===== src/fphp_sync.sv =====
/*
  Holds the shared package for the parallel host port and a small
  two-stage synchroniser used on every pin that enters the port.
  Assumes a single clock domain and a synchronous active-high reset.
*/
package fphp_pkg;

  // Pin and bus widths
  localparam int unsigned DATA_W           = 8;
  localparam int unsigned ADDR_W           = 5;

  // Clock and reset pulse timing
  localparam int unsigned CLK_PERIOD_NS    = 20;
  localparam int unsigned RESET_MIN_NS     = 1000;
  localparam int unsigned RESET_MIN_CYC    =
    (RESET_MIN_NS + CLK_PERIOD_NS - 1) / CLK_PERIOD_NS;

  // Values after reset
  localparam logic [DATA_W-1:0] DATA_RST   = 8'h00;
  localparam logic [ADDR_W-1:0] ADDR_RST   = 5'h00;
  localparam logic              PIN_IDLE   = 1'b1;
  localparam logic              STYLE_RST  = 1'b1;

  // Bus style strap values
  localparam logic              STYLE_SPLIT = 1'b1;
  localparam logic              STYLE_DIR   = 1'b0;

  // Port sequencer states
  typedef enum logic [2:0] {
    FPHP_IDLE  = 3'b001,
    FPHP_READ  = 3'b010,
    FPHP_WRITE = 3'b100
  } fphp_state_t;

endpackage : fphp_pkg

module fphp_sync #(
  parameter int unsigned WIDTH = 1,
  parameter logic [WIDTH-1:0] RESET_VAL = '0
) (
  input  wire logic             ref_clk,
  input  wire logic             rst,
  input  wire logic [WIDTH-1:0] async_in,
  output logic      [WIDTH-1:0] sync_out
);

  logic [WIDTH-1:0] stage1;        // First stage, read only by stage two
  logic [WIDTH-1:0] next_stage1;   // Next first stage
  logic [WIDTH-1:0] next_sync_out; // Next second stage

  // Next values: shift one stage per edge
  always_comb begin
    next_stage1   = async_in;
    next_sync_out = stage1;
    if (rst) begin
      next_stage1   = RESET_VAL;
      next_sync_out = RESET_VAL;
    end
  end

  // Registers only
  always_ff @(posedge ref_clk) begin
    stage1   <= next_stage1;
    sync_out <= next_sync_out;
  end

endmodule : fphp_sync


===== src/fphp_top.sv =====
/*
  Holds the non-multiplexed 8-bit parallel host port: pin sequencing
  for both bus styles, tri-state data bus, open-drain interrupt line
  and the reset pin. Assumes the register file on the user side
  answers reg_rdata combinationally from reg_addr, and that the
  testbench resolves the data and interrupt wires from the enables.
*/
// Function
// - Strap high: split strobes; low: direction line
// - Direction style: shared strobe is data strobe
// - Split style: shared strobe is read strobe
// - Strobes ignored while chip select high
// - Deselected: port idle, data bus released
// - Interrupt pending pulls open-drain line low
// - Interrupt line independent of chip select
// - Eight-bit tri-state data bus, bit0 LSB
// - Five address inputs, lowest is LSB
// - Direction style: high read, low write
// - Split style: direction pin is write strobe
module fphp_top (
  input  wire logic                         ref_clk,
  input  wire logic                         rst,
  input  wire logic                         reset_pin_n,
  input  wire logic                         bus_style_select,
  input  wire logic                         chip_select_n,
  input  wire logic                         data_or_read_strobe_n,
  input  wire logic                         direction_or_write_n,
  input  wire logic [fphp_pkg::ADDR_W-1:0]  host_address_lines,
  input  wire logic [fphp_pkg::DATA_W-1:0]  host_data_bus_in,
  output logic      [fphp_pkg::DATA_W-1:0]  host_data_bus_out,
  output logic                              host_data_bus_oe,
  output logic                              irq_out,
  output logic                              irq_oe,
  output logic                              device_reset,
  output logic      [fphp_pkg::ADDR_W-1:0]  reg_addr,
  output logic      [fphp_pkg::DATA_W-1:0]  reg_wdata,
  output logic                              reg_write,
  output logic                              reg_read,
  input  wire logic [fphp_pkg::DATA_W-1:0]  reg_rdata,
  input  wire logic                         irq_pending
);

  // Synchronised pin levels
  // All of them lag their pins by two edges
  logic                        reset_pin_s;   // Reset pin after two flops
  logic                        style_s;       // Bus style strap
  logic                        cs_n_s;        // Chip select
  logic                        strb_n_s;      // Shared data/read strobe
  logic                        dir_wr_n_s;    // Direction or write strobe
  logic [fphp_pkg::ADDR_W-1:0] addr_s;        // Address lines
  logic [fphp_pkg::DATA_W-1:0] data_s;        // Write data lines

  // Decoded access qualifiers
  logic                        port_rst;      // Any reset source
  logic                        rd_q;          // Read access in progress
  logic                        wr_q;          // Write access in progress

  // Sequencer state and next values
  // State is one-hot; the next_ values come only from the comb blocks
  fphp_pkg::fphp_state_t       state;
  fphp_pkg::fphp_state_t       next_state;
  logic [fphp_pkg::DATA_W-1:0] next_data_out;
  logic                        next_data_oe;
  logic [fphp_pkg::ADDR_W-1:0] next_reg_addr;
  logic [fphp_pkg::DATA_W-1:0] next_reg_wdata;
  logic                        next_reg_write;
  logic                        next_reg_read;
  logic                        next_irq_oe;
  logic                        next_device_reset;
  logic                        next_irq_out;  // Open-drain driven level

  // Reset pin and strap through two flops
  fphp_sync #(
    .WIDTH     (2),
    .RESET_VAL ({fphp_pkg::PIN_IDLE, fphp_pkg::STYLE_RST})
  ) u_sync_ctl (
    .ref_clk  (ref_clk),
    .rst      (rst),
    .async_in ({reset_pin_n, bus_style_select}),
    .sync_out ({reset_pin_s, style_s})
  );

  // Strobes and chip select; idle high so reset reads as no access
  fphp_sync #(
    .WIDTH     (3),
    .RESET_VAL ({3{fphp_pkg::PIN_IDLE}})
  ) u_sync_strb (
    .ref_clk  (ref_clk),
    .rst      (rst),
    .async_in ({chip_select_n, data_or_read_strobe_n, direction_or_write_n}),
    .sync_out ({cs_n_s, strb_n_s, dir_wr_n_s})
  );

  // Address and data are stable while a strobe is low, so two flops
  // are enough; they settle no later than the synchronised strobe is seen
  fphp_sync #(
    .WIDTH     (fphp_pkg::ADDR_W + fphp_pkg::DATA_W),
    .RESET_VAL ({fphp_pkg::ADDR_RST, fphp_pkg::DATA_RST})
  ) u_sync_bus (
    .ref_clk  (ref_clk),
    .rst      (rst),
    .async_in ({host_address_lines, host_data_bus_in}),
    .sync_out ({addr_s, data_s})
  );

  // Either the local reset or the synchronised reset pin;
  // the pin clears the sequencer as well, not only the outputs
  assign port_rst = rst | ~reset_pin_s;

  // Access decode for both bus styles; chip select gates everything.
  // A qualifier seen here is already two edges behind the pins, so
  // address and data pass the same depth to stay aligned with it
  always_comb begin
    rd_q = 1'b0; // No access unless selected
    wr_q = 1'b0;
    if (!cs_n_s) begin
      if (style_s == fphp_pkg::STYLE_SPLIT) begin
        // Shared strobe reads, direction pin writes
        rd_q = ~strb_n_s;
        // A read strobe masks the write strobe: read wins
        wr_q = ~dir_wr_n_s & strb_n_s;
      end else begin
        // Data strobe qualifies, direction pin picks the way
        rd_q = ~strb_n_s & dir_wr_n_s;
        wr_q = ~strb_n_s & ~dir_wr_n_s;
      end
    end
  end

  // Sequencer next values. A strobe is acted on three edges after
  // its pin falls, and a write lands three edges after it rises.
  // Limitation: strobes shorter than one cycle can be missed, as
  // can gaps between accesses shorter than one cycle
  always_comb begin
    next_state        = state;
    next_data_out     = host_data_bus_out;
    next_reg_addr     = reg_addr;
    next_reg_wdata    = reg_wdata;
    next_reg_write    = 1'b0;
    next_reg_read     = 1'b0;
    next_irq_oe       = irq_pending;
    next_device_reset = ~reset_pin_s;
    unique case (state)
      fphp_pkg::FPHP_IDLE: begin
        // Read wins when both strobes appear at once
        if (rd_q) begin
          next_state    = fphp_pkg::FPHP_READ;
          next_reg_addr = addr_s;
          next_reg_read = 1'b1;
        end else if (wr_q) begin
          // Write waits for the trailing edge of its qualifier
          next_state     = fphp_pkg::FPHP_WRITE;
          next_reg_addr  = addr_s;
          next_reg_wdata = data_s;
        end
      end
      fphp_pkg::FPHP_READ: begin
        // Track register data while the read lasts
        next_data_out = reg_rdata;
        // Strobe end or deselect closes the read
        if (!rd_q) begin
          next_state = fphp_pkg::FPHP_IDLE;
        end
      end
      fphp_pkg::FPHP_WRITE: begin
        if (wr_q) begin
          // Keep the latest lines until the strobe ends
          next_reg_addr  = addr_s;
          next_reg_wdata = data_s;
        end else begin
          // Trailing edge commits the write
          next_state     = fphp_pkg::FPHP_IDLE;
          next_reg_write = 1'b1;
        end
      end
    endcase
    // Drive only in a live read; deselect releases at once
    // Released one edge after the qualifier drops, never later
    next_data_oe = (next_state == fphp_pkg::FPHP_READ) && rd_q;
    // Either reset source idles the port and frees both buses
    if (port_rst) begin
      next_state        = fphp_pkg::FPHP_IDLE;
      next_data_out     = fphp_pkg::DATA_RST;
      next_data_oe      = 1'b0;
      next_reg_addr     = fphp_pkg::ADDR_RST;
      next_reg_wdata    = fphp_pkg::DATA_RST;
      next_reg_write    = 1'b0;
      next_reg_read     = 1'b0;
      next_irq_oe       = 1'b0;
      next_device_reset = 1'b1;
    end
  end

  // Registers only
  always_ff @(posedge ref_clk) begin
    state             <= next_state;
    host_data_bus_out <= next_data_out;
    host_data_bus_oe  <= next_data_oe;
    reg_addr          <= next_reg_addr;
    reg_wdata         <= next_reg_wdata;
    reg_write         <= next_reg_write;
    reg_read          <= next_reg_read;
    irq_oe            <= next_irq_oe;
    device_reset      <= next_device_reset;
  end

  // Open drain: the driven level is always low, so the pin can
  // only pull the line down and the pull-up supplies the high level
  always_comb begin
    next_irq_out = 1'b0;
  end

  // Interrupt level register only
  always_ff @(posedge ref_clk) begin
    irq_out <= next_irq_out;
  end

endmodule : fphp_top


===== config.mk =====
export PLATFORM = sky130hd
export DESIGN_NAME = fphp_top
export DESIGN_NICKNAME = d
export VERILOG_FILES = /design/src/fphp_sync.sv /design/src/fphp_top.sv
export SDC_FILE = /design/constraint.sdc
export NUM_CORES = 1
export LEC_CHECK = 0
export ABC_CLOCK_PERIOD_IN_PS = 1470
export BUFFER_PORTS_ARGS = -buffer_cell sky130_fd_sc_hd__buf_2
export CELL_PAD_IN_SITES_DETAIL_PLACEMENT = 1
export CELL_PAD_IN_SITES_GLOBAL_PLACEMENT = 2
export CORE_UTILIZATION = 29
export DETAILED_ROUTE_END_ITERATION = 16
export MAX_ROUTING_LAYER = met4
export PLACE_DENSITY = 0.82
export SETUP_SLACK_MARGIN = 0.1
export SYNTH_ARGS = -nofsm -noshare
export SYNTH_HDL_FRONTEND = slang
export SYNTH_SLANG_ARGS = --single-unit

===== constraint.sdc =====
create_clock -name ref_clk -period 1.47 [get_ports ref_clk]
set_clock_uncertainty 0.15 [all_clocks]
set_input_delay 0 -clock ref_clk [delete_from_list [all_inputs] [get_ports ref_clk]]
set_output_delay 0 -clock ref_clk [all_outputs]
set_load 0.01 [all_outputs]

* Word-level counts from Yosys, hierarchy flattened
Index checks and enable logic that the tools add are counted.
Storage, ports and cells: word-level logic and storage cells 51, output and inout port bits 27, bits of input ports 29, flip-flop bits (word level) 65
Cells by class: equal/unequal tests 5, reductions and logical operators 5, mux-type cells 17, bitwise logic cells 9
Operators by type and width (number):
- 8-bit two-way mux | 2
- 8-bit one-hot mux with 2 select lines | 1
- 3-bit two-way mux | 4
- 5-bit two-way mux | 2
- 5-bit one-hot mux with 2 select lines | 1
- 3-bit one-hot mux with 3 select lines | 1
- 3-bit by 2-bit == test with 1-bit output, second input constant | 2
- 1-bit two-way mux | 6
- 1-bit NOT | 5
- 2-bit OR reduction | 2
- 1-bit AND | 3
- 3-bit by 1-bit == test with 1-bit output, second input constant | 1
- 3-bit == test, second input constant | 1
- 2-bit inequality test, second input constant | 1
- 2-bit AND reduction | 1
- 2-bit nonzero test | 1
- 1-bit logical AND | 1
- 1-bit bitwise OR | 1

* Logic depth before layout (Yosys ltp)
Gate-level depths: netlist of the first run.
word-level depth 9, mapped depth 6, mapped depth without buffers 4

* By module
A second synthesis of the first run with hierarchy kept.
Second synthesis, totals: cells, all modules 200, area total of the unflattened synthesis 2178.3 um2
Modules (own cells, without submodules):
- fphp_top | area each 1214.9 um2, cells each 126, seq. area each 580.6 um2, times used 1
- fphp_sync (u_sync_bus) | area each 700.7 um2, cells each 54, seq. area each 520.5 um2, times used 1
- fphp_sync (u_sync_strb) | area each 157.7 um2, cells each 12, seq. area each 120.1 um2, times used 1
- fphp_sync (u_sync_ctl) | area each 105.1 um2, cells each 8, seq. area each 80.1 um2, times used 1

* Worst setup path after synthesis of the first run
OpenSTA, ideal clock, no wires.
path kind reg2reg, start register state[0], end register reg_wdata[0] (netlist bit), path buffers 2, cell stages (with the launch flop) 7, data required time 1193 ps, period minus slack after synthesis 1506 ps, slack -36 ps, arrival 1229 ps, library setup time 127 ps, cell sequence dfxtp_1 -> buf_4 -> xnor2_1 -> or3b_1 -> buf_6 -> mux2i_1 -> nor2_1
On the way: longest elaborated chain between the ends 3, elaborated cells on any way between the ends 6, classes of those cells 3 x eq/ne; 1 x mux; 2 x reduce/logical
RTL lines:
- start, declared | RTL line fphp_top.sv:60 | fphp_pkg::fphp_state_t state;
- start signal, assigned | RTL line fphp_top.sv:196 | state <= next_state;
- 3-bit by 1-bit == test with 1-bit output / 3-bit == test (equally long branches) | RTL line fphp_top.sv:143 | unique case (state)
- 2-bit inequality test (no line) / 2-bit nonzero test (equally long branches)
- 2-bit AND reduction (no line)
- end signal, assigned | RTL line fphp_top.sv:200 | reg_wdata <= next_reg_wdata;
- end, declared | RTL line fphp_top.sv:36 | output logic [fphp_pkg::DATA_W-1:0] reg_wdata,
Several ways; a longest one is shown, not always the timed one. A chain may end at the register's enable or synchronous reset.

* Final worst setup path of the first run
start register u_sync_ctl.sync_out[0], end register reg_wdata[3] (netlist bit)
On the way: longest elaborated chain between the ends 5, elaborated cells on any way between the ends 9, classes of those cells 1 x eq/ne; 7 x mux; 1 x reduce/logical
RTL lines:
- start, declared | RTL line fphp_sync.sv:44 | output logic [WIDTH-1:0] sync_out
- start signal, assigned | RTL line fphp_sync.sv:64 | sync_out <= next_sync_out;
- 1-bit two-way mux | RTL line fphp_top.sv:117 | if (style_s == fphp_pkg::STYLE_SPLIT) begin
- 1-bit two-way mux | RTL line fphp_top.sv:116 | if (!cs_n_s) begin
- 8-bit two-way mux (2 in a row)
- 8-bit one-hot mux with 2 select lines
Several ways; a longest one is shown, not always the timed one. The select of a mux whose other input is x is not followed.

==> flow_summary.yaml, run 1 <==
drt:
  wirelength_um: 5321
  num_vias: 1698
  drc_errors: 0
  drtPass1Iterations: 4
  ant_nets: 0
  wl_per_cell_um: 13.07
  drt_iter0_drc: 45
  routed_via_density: 4.172
synth:
  synth_cell_types: 31
  synthMuxAreaShare: 0.09683
  syn-cell-area_um2: 2171
  synth_top_family_by_area: "simple AND/OR/NAND/NOR gates"
  synth-seq-area-share: 0.5994
  ys_ff_latch: 65
  syn_inst: 201
  yosysWarnings: 0
  synth_xor_area_frac: 0.01614
  syn_area_per_cell_um2: 10.80
  synth-compound-area-share: 0.04150
  synth-simple-area-share: 0.2075
  synth_nets: 230
  synthAdderAreaFrac: 0
hold_path:
  hp-start: "direction_or_write_n"
  hold_path_class: "in2reg"
die:
  fp.dieW_um: 88.52
  core-area_um2: 7253
  io_pins: 56
  initial_core_util: 0.2993
  dieHeight_um: 88.52
  num_rows: 31
  die_area_um2: 7836
timing:
  maxSlewViolCount: 0
  setup_tns_ps: -658.6
  fin_crit_sh: 1.063
  layout_min_cycle_time_ps: 1562
  hold_viol_final: 0
  fin_ws_ps: -92.43
  rsz0062_at_grt: "yes"
  fmax_mhz: 640.0
  setup_viol: 13
clock_tree:
  numCtsBuffers: 9
  clock_path_buffers: 2
  clk_pin_slew_ps: 80
  ctsRootBufferMaster: "clkbuf_8"
  cts.sinks: 65
  htree_levels: 3
  clk_latency_ps: 340
  tritoncts: "done"
global_route:
  grt_max_degree: 37
  grt.overflow.total: 0
  grt_pass1_vias: 1696
  antenna_found_initial: 0
  grt_use_total: 0.1444
  grt_pass1_wl_um: 7935
pwr:
  p_leak_nw: 1.514
  power_density_nw_per_um2: 1158
  ir_drop_mv: 0.6496
  finalPower_mw: 3.797
finish:
  antenna_cells: 0
  ff_latch_area_um2: 1311
  final_area_um2: 3279
  nets: 332
  final_util: 0.4521
  final_cells: 407
  drive_gt1_frac: 0.3831
  nFillCells: 820
  areaGrowthSynthToFinish_pct: 51.07
  multi_input_area_um2: 837.1
outcome:
  status: "finished, violations left"
  violations: "negative setup slack"
critical_path:
  r2r-start: "u_sync_ctl.sync_out[0]"
  path_class: "reg2reg"
  cp_max_fo: 8
  endpoint_kind: "flip-flop"
  required_ps: 1550
  slowest_delay_ps: 390
  path_cells: "xor2_2, or3b_4, buf_8, mux2i_1, nor2_1"
  start_kind: "flip-flop"
  cpMaxStageDelayCell: "or3b_4"
  crit_path_start: "u_sync_ctl.sync_out[0]"
  worstPathArrival_ps: 1640
place:
  place_area_um2: 2635
  dp_cells: 358
  io_buffers: 54
  gp_congestion: 0.8538
  dp_hpwl_um: 3300
flow_run:
  cap_viol_max_count: 0
## where the power goes
part           internal (mW)  leakage (nW)  switching (mW)  total [mW]
clock                   1.01         0.116           0.719        1.73
sequential              1.81         0.532          0.0179        1.83
combinational          0.147         0.865          0.0953       0.243
total                   2.96          1.51           0.832        3.80
## layout make-up
cell class / count / share of cell area
clock buffers: 10 / 0.04197
well taps: 99 / 0.03777
repair buffers: 104 / 0.2362
clock inverters: 6 / 0.02785
flip-flops and latches: 65 / 0.3998
multi-input cells: 122 / 0.2552
inverters: 1 / 0.001145
## critical path: cells and delay by family (launching register included)
| kind | cells | cell delay [ps] |
|---|---|---|
| multiplexers | 1 | 170 |
| flip-flops | 1 | 340 |
| buffers and inverters | 1 | 160 |
| AND/OR/NAND/NOR | 2 | 450 |
| XOR/XNOR | 1 | 190 |
## per-stage QoR
stage / setup slack, ps / hold slack [ps]
3_5_place_dp: -147.4 / 36.99
6_report: -92.43 / 224.8
2_1_floorplan: -13.37 / -46.19
5_1_grt: -160.9 / 221.5
3_3_place_gp: -87.93 / 34.59
4_1_cts: -86.83 / 202.0
## cell usage after synthesis
cell | instances | share of area
dfxtp_1 | 65 | 0.60
nor2b_1 | 28 | 0.081
mux2i_1 | 21 | 0.097
nor2_1 | 20 | 0.035
nand2_1 | 11 | 0.019
or2_2 | 10 | 0.029
clkbuf_1 | 5 | 0.0086
nor3_1 | 5 | 0.012
buf_2 | 4 | 0.0092
a21oi_1 | 3 | 0.0069
o21ai_0 | 3 | 0.0069
a211oi_1 | 2 | 0.0069
and2_1 | 2 | 0.0058
buf_4 | 2 | 0.0069
buf_6 | 2 | 0.010
xnor2_1 | 2 | 0.0081
xor2_1 | 2 | 0.0081
a211o_1 | 1 | 0.0040
a22oi_4 | 1 | 0.0098
a311oi_1 | 1 | 0.0040
a31oi_1 | 1 | 0.0029
and3_1 | 1 | 0.0029
and4b_1 | 1 | 0.0046
conb_1 | 1 | 0.0017
inv_2 | 1 | 0.0017
nand2b_1 | 1 | 0.0029
nor3b_1 | 1 | 0.0035
nor4_1 | 1 | 0.0029
or2b_1 | 1 | 0.0035
or3_1 | 1 | 0.0029
or3b_1 | 1 | 0.0040
## cell families (layout without fill, tap and decap cells)
kind of cell              Yosys count  after routing
xor gates and xnor gates            4              4
muxes                              21             21
other                               1              1
and+or+nand+nor                    84             84
buffers and inverters              14            121
DFF                                65             65
AOI/OAI and AO/OA                  12             12
## what timing repair did
action / in CTS / in global routing
pin swaps: 4 / 0
setup buffers: 2 / 0
gates resized for setup: 21 / 4
hold endpoints to repair: 34 / 35
hold buffers: 30 / 1
setup endpoints to repair: 25 / 26
gates cloned: 0 / 1
## path summary, 6_finish.rpt
path	cells after the start	to	slack, ps
worst min-delay path	3	u_sync_strb.stage1[0]	220
worst min register to register	1	u_sync_strb.sync_out[0]	260
worst max-delay path	5	reg_wdata[3]	-90
worst max register to register	5	reg_wdata[3]	-90
## layout by cell type (no fill, tap or decap), types with 3 or more instances in the layout
| cell type | Yosys | final |
|---|---|---|
| or2_2 | 10 | 10 |
| mux2i_1 | 21 | 20 |
| dfxtp_2 | 0 | 5 |
| nand2_1 | 11 | 11 |
| nor3_1 | 5 | 3 |
| nor2_1 | 20 | 17 |
| buf_4 | 2 | 15 |
| nor2b_1 | 28 | 28 |
| dfxtp_1 | 65 | 59 |
| a21oi_1 | 3 | 3 |
| dlygate4sd3_1 | 0 | 30 |
| clkbuf_8 | 0 | 10 |
| buf_2 | 4 | 54 |
| clkinv_4 | 0 | 3 |
## layer usage
layer  global-route usage  vias up  wire, um
li1                     -      854         -
met1               0.1465      782      2206
met4              0.07478        0       121
met3              0.04291       13       244
met2               0.2510       49      2748
met5                    -        -         0
## state kept, by name (all words and copies together), names as in the netlist, 2 cells and up
register / cells
reg_addr: 5
u_sync_bus.stage1: 13
host_data_bus_out: 8
reg_wdata: 8
u_sync_strb.stage1: 3
u_sync_bus.sync_out: 13
u_sync_strb.sync_out: 3
state: 3
u_sync_ctl.sync_out: 2
u_sync_ctl.stage1: 2
No activity file was read; power rests on OpenSTA's default activity.
==> inputs of run 2 (changes only) <==
- CELL_PAD_IN_SITES_DETAIL_PLACEMENT: 1 -> 0
- CELL_PAD_IN_SITES_GLOBAL_PLACEMENT: 2 -> 1
- CORE_UTILIZATION: 29 -> 35
- PLACE_DENSITY: 0.82 -> 0.81
==> run 2 against run 1 <==
  * The flow still finishes with violations (negative setup slack)
  * Register-to-register slack better by 40 ps
  * Sequential cell count is the same
  * Via count is 1.8% lower
  * Die area is 17% lower
  * Critical endpoint is now reg_wdata[7]
  * Largest cell class unchanged
==> flow_summary.yaml, run 2 (same netlist as run 1, synthesis figures left out) <==
place:
  dp_cells: 339
  io_buffers: 54
  dp_hpwl_um: 2632
  place_area_um2: 2643
  gp_congestion: 0.8013
  preCtsSetupSlack_ps: -50.56
timing:
  hold_viol_final: 0
  fin_crit_sh: 1.036
  fin_ws_ps: -52.29
  setup_viol: 8
  maxSlewViolCount: 0
  fmax_mhz: 656.9
  setup_tns_ps: -199.6
  layout_min_cycle_time_ps: 1522
  rsz0062_at_grt: "yes"
clock_tree:
  clk_latency_ps: 330
  cts.sinks: 65
  ctsRootBufferMaster: "clkbuf_8"
  numCtsBuffers: 9
  clk_pin_slew_ps: 70
  htree_levels: 3
  clock_path_buffers: 2
  tritoncts: "done"
critical_path:
  endpoint_kind: "flip-flop"
  critPathBufInv: 1
  crit_family: "simple AND/OR/NAND/NOR gates"
  reg2reg_to: "reg_wdata[7]"
  path_class: "reg2reg"
  rrSetupSlack_ps: -50
  r2r_cells: 5
  path_cells: "xor2_2, or3b_1, buf_6, mux2i_2, nor2_1"
  r2r-start: "u_sync_ctl.sync_out[0]"
  slowest_delay_ps: 360
  required_ps: 1540
  cpMaxStageDelayCell: "or3b_1"
  start_kind: "flip-flop"
  worstPathArrival_ps: 1590
  cp_max_fo: 8
drt:
  num_vias: 1668
  routed_via_density: 4.160
  wirelength_um: 4176
  wl_met3_um: 227
  ant_nets: 0
  wl_met1_um: 1840
  drt_iter0_drc: 61
  wl_per_cell_um: 10.41
  drtPass1Iterations: 4
  dr_wl_met2_um: 2071
  drc_errors: 0
  highest_layer: "met4"
finish:
  final_area_um2: 3363
  final_cells: 401
  largestRegisters: "u_sync_bus.stage1 x13, u_sync_bus.sync_out x13"
  antenna_cells: 0
  nets: 352
  final_util: 0.5647
  drive_gt1_frac: 0.3650
  layout.cells.most_common_list: "dfxtp_1 (59), buf_2 (54), dlygate4sd3_1 (46), nor2b_1 (28)"
  layout_commonest_cell: "dfxtp_1"
  areaGrowthSynthToFinish_pct: 54.93
outcome:
  status: "finished, violations left"
  violations: "negative setup slack"
global_route:
  antenna_found_initial: 0
  grt.overflow.total: 0
  grt_pass1_vias: 1548
  grt_use_total: 0.1438
  grt_max_degree: 13
  grt_pass1_wl_um: 6561
die:
  core-area_um2: 5956
  dieHeight_um: 80.76
  initial_core_util: 0.3645
  io_pins: 56
  fp.dieW_um: 80.76
  die_area_um2: 6521
  num_rows: 28
pwr:
  power_density_nw_per_um2: 1042
  p_leak_nw: 1.571
  ir_drop_mv: 0.6173
hold_path:
  hold_depth: 3
  hold_path_class: "in2reg"
  hold_end: "u_sync_strb.stage1[0]"
  hp-start: "direction_or_write_n"
flow_run:
  cap_viol_max_count: 0
run 2: cell types whose count changed in the layout (fill, tap and decap cells not counted), sizes merged:
| cell | before | now |
|---|---|---|
| dlygate4sd3 | 30 | 46 |
| buf | 73 | 78 |
| clkinv | 4 | 1 |
| bufinv | 2 | 1 |
| clkinvlp | 0 | 1 |
run 2: layout make-up:
| cell class | count | area (um2) |
|---|---|---|
| clock buffer | 11 | 141.4 |
| fill | 538 | 2592 |
| sequential | 65 | 1314 |
| multi-input combinational | 122 | 833.3 |
| inverter | 1 | 3.754 |
| timing repair buffer | 124 | 934.6 |
| clock inverter | 3 | 42.54 |
| tap | 75 | 93.84 |
run 2: timing repair:
action,in CTS,in global routing
resized for setup,16,7
setup buffers,0,3
endpoints found under the hold margin,47,1
hold buffers,46,1
pin swaps,5,5
setup endpoints to repair,24,26
run 2: through the flow:
stage               total power, mW  hold WS (ps)
finish                        3.503         247.0
global route                  3.674         235.0
CTS                           3.549         227.5
detailed placement            2.032         38.34
global placement              2.030         37.05
floorplan                     1.953        -46.19
run 2: per-layer routing:
metal	up-vias	global-route usage
met5	-	-
met4	0	0.08036
met3	4	0.05393
met2	49	0.2424
met1	727	0.1433
li1	888	-
run 2: worst max path at each step:
stage                                  from            to  slack [ps]  cells past startpoint
floorplan           u_sync_strb.sync_out[1]  reg_wdata[0]         -10                      5
CTS                                state[1]  reg_wdata[0]         -40                      5
global route         u_sync_ctl.sync_out[0]  reg_wdata[7]        -130                      5
finish               u_sync_ctl.sync_out[0]  reg_wdata[7]         -50                      5
global placement                   state[1]  reg_wdata[6]         -40                      5
detailed placement                 state[1]  reg_wdata[0]         -50                      5
run 2: power breakdown:
| group | total [mW] | internal, mW | switching [mW] |
|---|---|---|---|
| combinational | 0.264 | 0.174 | 0.0898 |
| sequential | 1.83 | 1.81 | 0.0167 |
| clock | 1.41 | 0.807 | 0.605 |
run 2: worst min-delay path, stage by stage:
cell           delay, ps
dlygate4sd3_1        520
buf_2                 90
or2_2                 90
